[src/usimd_map.svh]
// Constants for the unsigned saturating SIMD and byte abs-diff datapath.
// Assumes inclusion by the package and the datapath module only.
`ifndef USIMD_MAP_SVH
`define USIMD_MAP_SVH
`define USIMD_REG_FIELD_W  4
`define USIMD_REG_SP       4'hd
`define USIMD_REG_PC       4'hf
`define USIMD_ACC_NONE     4'hf
`define USIMD_HALF_MAX     16'hffff
`define USIMD_BYTE_MAX     8'hff
`define USIMD_RESULT_RST   32'h0000_0000
`endif

[src/usimd_pkg.sv]
// Types for the unsigned saturating SIMD and byte abs-diff datapath.
// Assumes the constant header usimd_map.svh is on the include path.
`include "usimd_map.svh"
package usimd_pkg;
  typedef enum logic [2:0] {
    usimd_sat_add_sub_exchange_op,
    usimd_sat_sub_add_exchange_op,
    usimd_sat_halfword_subtract_op,
    usimd_sat_byte_subtract_op,
    usimd_byte_abs_diff_sum_op,
    usimd_byte_abs_diff_accumulate_op
  } usimd_op_e;

  typedef logic [`USIMD_REG_FIELD_W-1:0] usimd_reg_t;

  typedef struct packed {
    usimd_op_e  op;
    usimd_reg_t dest_reg_field;
    usimd_reg_t first_src_reg_field;
    usimd_reg_t second_src_reg_field;
    usimd_reg_t accumulator_reg_field;
    logic       cond_pass;
  } usimd_req_s;

  typedef struct packed {
    logic [31:0] first;
    logic [31:0] second;
    logic [31:0] acc;
  } usimd_opnd_s;

  typedef struct packed {
    logic        wr_en;
    usimd_reg_t  wr_reg;
    logic [31:0] data;
    logic        undef;
    logic        unpredictable;
    logic        eff_accumulate;
  } usimd_res_s;
endpackage

[src/usimd_alu.sv]
// Single-cycle datapath for unsigned saturating halfword/byte ops and byte abs-diff sums.
// Assumes the decoder presents one request per cycle with operands already read.
`timescale 1ns/10ps
`include "usimd_map.svh"

// One unsigned lane: borrow-clamped difference and absolute magnitude
module usimd_lane_sub #(
  parameter int W = 8
) (
  // Lane operands
  input  wire logic [W-1:0] i_a,
  input  wire logic [W-1:0] i_b,
  // Lane results
  output logic      [W-1:0] o_sat_diff,
  output logic      [W-1:0] o_mag
);
  import usimd_pkg::*;

  logic [W:0]   diff;
  logic [W-1:0] neg;

  always_comb begin
    diff       = {1'b0, i_a} - {1'b0, i_b};
    neg        = {W{1'b0}} - diff[W-1:0];
    o_sat_diff = diff[W] ? {W{1'b0}} : diff[W-1:0];
    o_mag      = diff[W] ? neg : diff[W-1:0];
  end
endmodule

// Contract
// - add-sub exchange: lo=a.lo-b.hi, hi=a.hi+b.lo saturated
// - sub-add exchange: lo=a.lo+b.hi, hi=a.hi-b.lo saturated
// - halfword lanes clamp to zero through 65535
// - halfword subtract per lane, saturated, same lane
// - four byte subtracts, each clamped zero to 255
// - sum four byte absolute differences, low 32
// - accumulate variant adds accumulator, low 32 bits
// - accumulator field all ones means plain sum
// - option absent makes every operation undefined
// - write only when condition passes, else keep
module usimd_alu (
  // Clock and reset
  input  wire logic               i_clk,
  input  wire logic               i_resetn,
  // Option presence
  input  wire logic               i_dsp_present,
  // Request
  input  wire logic               i_valid,
  input  wire usimd_pkg::usimd_req_s  i_req,
  input  wire usimd_pkg::usimd_opnd_s i_opnd,
  // Result
  output logic                    o_valid,
  output usimd_pkg::usimd_res_s   o_res
);
  import usimd_pkg::*;

  logic [16:0]  hsum_hi;
  logic [15:0]  hdif_hi;
  logic [15:0]  hdif_lo;
  logic [15:0]  xdif_lo;
  logic [15:0]  xdif_hi;
  logic [31:0]  bmag;
  logic         dest_bad;
  logic         first_bad;
  logic         second_bad;
  logic         acc_bad;
  logic [16:0]  xsum_lo;
  logic [31:0]  bsub;
  logic [9:0]   sad;
  logic [31:0]  sad_acc;
  logic         accumulate;
  logic [31:0]  result;
  logic         valid;
  usimd_res_s   res;
  logic         next_valid;
  usimd_res_s   next_res;

  // Halfword subtract lanes clamp at zero on borrow
  usimd_lane_sub #(
    .W (16)
  ) xdif_lo_u (
    .i_a        (i_opnd.first[15:0]),
    .i_b        (i_opnd.second[31:16]),
    .o_sat_diff (xdif_lo),
    .o_mag      ()
  );

  usimd_lane_sub #(
    .W (16)
  ) xdif_hi_u (
    .i_a        (i_opnd.first[31:16]),
    .i_b        (i_opnd.second[15:0]),
    .o_sat_diff (xdif_hi),
    .o_mag      ()
  );

  usimd_lane_sub #(
    .W (16)
  ) hdif_lo_u (
    .i_a        (i_opnd.first[15:0]),
    .i_b        (i_opnd.second[15:0]),
    .o_sat_diff (hdif_lo),
    .o_mag      ()
  );

  usimd_lane_sub #(
    .W (16)
  ) hdif_hi_u (
    .i_a        (i_opnd.first[31:16]),
    .i_b        (i_opnd.second[31:16]),
    .o_sat_diff (hdif_hi),
    .o_mag      ()
  );

  // Four independent byte lanes share one lane cell
  for (genvar k = 0; k < 4; k++) begin : g_byte
    usimd_lane_sub #(
      .W (8)
    ) lane_u (
      .i_a        (i_opnd.first[8*k +: 8]),
      .i_b        (i_opnd.second[8*k +: 8]),
      .o_sat_diff (bsub[8*k +: 8]),
      .o_mag      (bmag[8*k +: 8])
    );
  end

  function automatic logic [15:0] sat16(input logic [16:0] v, input logic is_sub);
    logic [15:0] r;
    r = v[15:0];
    if (v[16]) begin
      r = is_sub ? 16'h0000 : `USIMD_HALF_MAX;
    end
    return r;
  endfunction

  always_comb begin
    hsum_hi = {1'b0, i_opnd.first[31:16]} + {1'b0, i_opnd.second[15:0]};
    xsum_lo = {1'b0, i_opnd.first[15:0]} + {1'b0, i_opnd.second[31:16]};
    sad     = 10'h000;
    for (int k = 0; k < 4; k++) begin
      sad = sad + {2'b00, bmag[8*k +: 8]};
    end
    sad_acc = i_opnd.acc + {22'h000000, sad};
    accumulate = (i_req.accumulator_reg_field != `USIMD_ACC_NONE);
  end

  always_comb begin
    result = `USIMD_RESULT_RST;
    unique case (i_req.op)
      usimd_sat_add_sub_exchange_op: begin
        result = {sat16(hsum_hi, 1'b0), xdif_lo};
      end
      usimd_sat_sub_add_exchange_op: begin
        result = {xdif_hi, sat16(xsum_lo, 1'b0)};
      end
      usimd_sat_halfword_subtract_op: begin
        result = {hdif_hi, hdif_lo};
      end
      usimd_sat_byte_subtract_op: begin
        result = bsub;
      end
      usimd_byte_abs_diff_sum_op: begin
        result = {22'h000000, sad};
      end
      usimd_byte_abs_diff_accumulate_op: begin
        result = accumulate ? sad_acc : {22'h000000, sad};
      end
      default: begin
        result = `USIMD_RESULT_RST;
      end
    endcase
  end

  // Misuse of stack pointer or program counter is flagged; the result is still computed
  always_comb begin
    dest_bad   = (i_req.dest_reg_field == `USIMD_REG_SP) ||
                 (i_req.dest_reg_field == `USIMD_REG_PC);
    first_bad  = (i_req.first_src_reg_field == `USIMD_REG_SP) ||
                 (i_req.first_src_reg_field == `USIMD_REG_PC);
    second_bad = (i_req.second_src_reg_field == `USIMD_REG_SP) ||
                 (i_req.second_src_reg_field == `USIMD_REG_PC);
    acc_bad    = (i_req.op == usimd_byte_abs_diff_accumulate_op) && accumulate &&
                 (i_req.accumulator_reg_field == `USIMD_REG_SP);
  end

  // Registered result; no status flag outputs exist, so flags stay untouched
  always_comb begin
    next_valid = i_valid;
    next_res = res;
    if (i_valid) begin
      next_res.undef = !i_dsp_present;
      next_res.wr_en = i_dsp_present && i_req.cond_pass;
      next_res.wr_reg = i_req.dest_reg_field;
      next_res.eff_accumulate = (i_req.op == usimd_byte_abs_diff_accumulate_op) && accumulate;
      next_res.unpredictable = dest_bad || first_bad || second_bad || acc_bad;
      if (next_res.wr_en) begin
        next_res.data = result;
      end
    end else begin
      next_res.wr_en = 1'b0;
    end
  end

  always_ff @(posedge i_clk or negedge i_resetn) begin
    if (!i_resetn) begin
      valid <= 1'b0;
      res   <= '0;
    end else begin
      valid <= next_valid;
      res   <= next_res;
    end
  end

  assign o_valid = valid;
  assign o_res   = res;
endmodule

[config.mk]
export PLATFORM = sky130hd
export DESIGN_NAME = usimd_alu
export DESIGN_NICKNAME = d
export VERILOG_FILES = /design/src/usimd_pkg.sv /design/src/usimd_alu.sv
export VERILOG_INCLUDE_DIRS = /design/src
export SDC_FILE = /design/constraint.sdc
export NUM_CORES = 1
export LEC_CHECK = 0
export BUFFER_PORTS_ARGS = -buffer_cell sky130_fd_sc_hd__buf_2
export CORE_ASPECT_RATIO = 0.7
export CORE_UTILIZATION = 63
export DETAILED_ROUTE_END_ITERATION = 8
export PLACE_DENSITY_LB_ADDON = 0.1
export SYNTH_ARGS = -nofsm -noshare
export SYNTH_HDL_FRONTEND = slang
export SYNTH_SLANG_ARGS = --single-unit
[constraint.sdc]
create_clock -name i_clk -period 2.15 [get_ports i_clk]
set_clock_uncertainty 0.05 [all_clocks]
set_input_delay 0.43 -clock i_clk [delete_from_list [all_inputs] [get_ports i_clk]]
set_output_delay 0.43 -clock i_clk [all_outputs]
set_load 0.005 [all_outputs]
==> metrics, run 1 <==
htree depth=2; I/O pin cnt=~160; # hold bufs at CTS=0; Initial Util=between 60 and 70%; Die Width=approximately 150 um; Syn Area/Cell=7.35 um2; EDFF count, synth=0; CTS max path bufs=2; post-place setup slack=-5360 ps; status=stopped before the end; Mapped Nets=1575; post-CTS sizing=182; post-synth top area share=between 15 and 20%; Clock Sinks=slightly above 40; Synth async-reset ratio=100%; synthesized flop and latch total=41; Stopped at=clock tree synthesis (4_1_cts); global placer's final weighted congestion=around 1.1; Port Buffers=158; tool error=[ERROR DPL-0038] Utilization greater than 100%, impossible to legalize; post-synthesis sequential area ratio=a little over a tenth; TritonCTS Buffers=5; Post-Syn Area=9620 um2; Std-Cell Rows=37; top_reg_cell synth=dfrtp_1; YS warnings=0; setup bufs post-CTS=31; synth unique cells=75; Syn Inst Count=between 1000 and 1500; Synth area leaders=ha_1 16%, dfrtp_1 11%, xnor2_1 7.3%, a21oi_1 5.7%, fa_1 5.2%; die height=approximately 110 um; Synth area leader=ha_1; post-DP HPWL=45200 um; CTS root buf=clkbuf_16
-- stage by stage --
step	cell area, um2	instances	util (%)	TNS, ps
3_5_place_dp	14400	2113	97.2	-147890
3_3_place_gp	14400	2113	97.2	-132460
2_1_floorplan	9810	1308	-	-116060
-- kinds of logic after synthesis --
| logic type | Yosys count | synth area share, % |
|---|---|---|
| muxes | 11 | 1.21 |
| buffers and inverters | 171 | 6.83 |
| AOI/OAI and AO/OA | 421 | 29.1 |
| and+or+nand+nor | 397 | 20.1 |
| xor gates and xnor gates | 120 | 10.9 |
| DFF | 41 | 10.7 |
| adders and majority gates | 147 | 21.1 |
-- cells in the mapped netlist, types with 7 or more instances --
master    number
ha_1         122
inv_1        120
nor2_1       115
a21oi_1      110
nand2_1       86
xnor2_1       80
o21ai_0       78
clkbuf_1      45
dfrtp_1       41
xor2_1        40
nor3_1        38
nand3_1       34
a21o_1        29
o21a_1        26
fa_1          25
a31oi_1       24
nor2b_1       24
nand2b_1      23
o211ai_1      23
a211oi_1      16
nand4_1       15
or3_1         12
and2_1         9
o21bai_1       9
a221oi_1       8
o22ai_1        8
a222oi_1       7
and3_1         7
o31a_1         7
o31ai_1        7
==> inputs of run 2 (changes only) <==
- CORE_ASPECT_RATIO: 0.7 -> unset
- CORE_UTILIZATION: 63 -> 40
- PLACE_DENSITY_LB_ADDON: 0.1 -> 0.15
==> metrics, run 2 <==
status=finished with violations; failing checks=negative setup slack; WS Path Type=in2reg; placed cells=2267 (+7.3%); final hold violation count=0; synthesized flop and latch total=41 (unchanged); Synth async-reset ratio=100% (unchanged); routed vias/inst=~5.5; f_max=154 MHz; Worst R2R End=o_res[31]; post-synthesis sequential area ratio=10.7% (unchanged); Synth Area in Simple Gates=20.1% (unchanged); final instance area=16200 um2; CTS root buf=clkbuf_16; fin crit share=301%; mux cell area share after synthesis=1.21% (unchanged); drt pass-1 iters=5; most used cell, CP=ha_4; Critical Path End Type=flop; Worst Path Buf+Inv=7; Worst-Margin Slew=slightly below 600 ps; Commonest cells post-synth=122 x ha_1, 120 x inv_1, 115 x nor2_1; RSZ-0062 raised after global routing=true; Core Box Area=between 20000 and 25000 um2; Slew Viols, Final=0; post-synth top area share=15.9% (unchanged); Std-Cell Rows=56 (+51%); DRC violations left=0; YS warnings=0 (unchanged); number of flip-flops under the largest register name=40; Routed WL=roughly 43000 um; WL per Instance=between 15 and 20 um; drt first-iter violations=~1200; vias=between 10000 and 15000; Initial Util=40.8% (-24 points); flop2flop setup slack=slightly below 800 ps; post-place setup slack=-4820 ps (+537 ps); die height=157 um (+49%); Mapped Nets=1575 (unchanged); vias in the first global route=roughly 12000; Final Total Pwr=~31 mW; antenna-violating nets left=0; reg2reg start=o_res[31]; slowest stage delay, CP=540 ps; Worst-path clk slew=approximately 60 ps; Syn Inst Count=1308 (unchanged); Port Buffers=158 (unchanged); commonest non-fill, non-tap cell in the layout=buf_4; Pwr Density=~1900 nW/um2; Layout Nets=around 2300; EDFF count, synth=0 (unchanged); Syn Area/Cell=7.35 um2 (unchanged); static leakage=8.04 nW; Synth area leaders=ha_1 16%, dfrtp_1 11%, xnor2_1 7.3%, a21oi_1 5.7%, fa_1 5.2%; crit start category=primary input; worst hold-check path type=in2async; main combinational cell family by area after synthesis=compound AO/OA/AOI/OAI gates; TritonCTS Buffers=5 (unchanged); worst vdd ir=~0.0049 V; grt ovf=0; CTS max path bufs=2 (unchanged); top_reg_cell synth=dfrtp_1; Non-Filler Instances=about 2300; hold slack=around 67 ps; critical-path maximum fanout=3; largest net degree at the start of global routing=22; post-synthesis xor/xnor area fraction=10.9% (unchanged); cell family with most CP delay=compound AO/OA/AOI/OAI gates; area delta synth->final=68.7%; setup ws final=-4330 ps; Worst path slowest cell=fa_1; post-DP HPWL=36000 um (-20%); Compound-Gate Fraction of Synth Area=29.1% (unchanged); Synth Area in Adders=21.1% (unchanged); critical path startpoint=i_opnd[72]; Max Cap Viol=0; antenna violations before repair=0; Finish-stage setup viols=32; proportion of layout cells with a drive suffix above 1=between 40% and 50%; relative slew slack=slightly above 60%; Worst EP required=2270 ps; Post-Syn Area=9620 um2 (unchanged); die footprint=around 25000 um2; fin crit period=roughly 6500 ps; WP data arrival=6600 ps; first-pass GRT wire length=about 65000 um; htree depth=2 (unchanged); commonest cells after routing, fill and taps aside=533 x buf_4, 151 x buf_2, 104 x nor2_1; total global routing track utilization=34.3%; global placer's final weighted congestion=0.980 (-13%); I/O pin cnt=161 (unchanged); FF-to-FF path depth=3; Clock Sinks=41 (unchanged); Die Width=157 um (+4.9%); most frequent cell after synthesis=ha_1; synth unique cells=75 (unchanged); Placed Area=14800 um2 (+3.0%); Worst-Skew Late Latency=roughly 300 ps; Synth area leader=ha_1; CTS tree=done
[run 2: cell counts after synthesis]
Identical to the previous run, type by type.
[run 2: power breakdown]
group | total [mW] | switching (mW) | internal, mW | leakage [nW]
combinational | 29.3 | 14.1 | 15.3 | 7.42
sequential | 1.01 | 0.112 | 0.901 | 0.541
clock | 0.889 | 0.349 | 0.540 | 0.0797
total | 31.2 | 14.5 | 16.7 | 8.04
[run 2: per-layer routing]
| metal | GRT usage (%) | vias to the layer above | wire length (um) | share of wire (%) |
|---|---|---|---|---|
| met4 | 11.0 | 0 | 1590 | 3.7 |
| li1 | - | 6077 | - | - |
| met1 | 47.0 | 5938 | 19300 | 44 |
| met2 | 56.3 | 565 | 19600 | 45 |
| met3 | 3.30 | 92 | 2970 | 6.8 |
| met5 | 0 | - | 0 | 0 |
[run 2: repair_timing]
action | CTS | global route
pin swaps | 82 | 65
gates cloned | 0 | 0
endpoints found under the setup margin | 32 | 32
gates resized for setup | 141 | 74
setup buffers | 19 | 21
hold buffers | 0 | 0
[run 2: stage by stage]
step | util [%] | TNS, ps
final | 68.9 | -122220
after floorplan | - | -116060
after global routing | 68.9 | -128090
after global placement | 63.0 | -133620
after CTS | 66.8 | -119250
after detailed placement | 63.0 | -139020
[run 2: cell type report]
type / count / area, um2
multi-input cells: 1096 / 8890
fillers: 2032 / 7320
repair buffers: 723 / 5270
flip-flops and latches: 41 / 1030
inverters: 120 / 475
well taps: 319 / 399
clock buffers: 5 / 125
clock inverters: 2 / 35.0
diodes: 1 / 2.50
[run 2: worst max-delay path by stage]
stage,to,slack (ps),cells after the start
finish,o_res[16],-4330,31
global route,o_res[16],-4540,31
CTS,o_res[16],-4230,32
detailed placement,o_res[16],-4820,31
global placement,o_res[16],-4680,31
floorplan,o_res[16],-4480,30
[run 2: cell families after synthesis]
kind of cell / count (synthesis)
adder cells (fa/ha/maj): 147
AO/OA/AOI/OAI: 421
flip-flops: 41
AND/OR/NAND/NOR: 397
buffers and inverters: 171
XOR/XNOR: 120
multiplexers: 11
No activity file was read; power rests on OpenSTA's default activity.
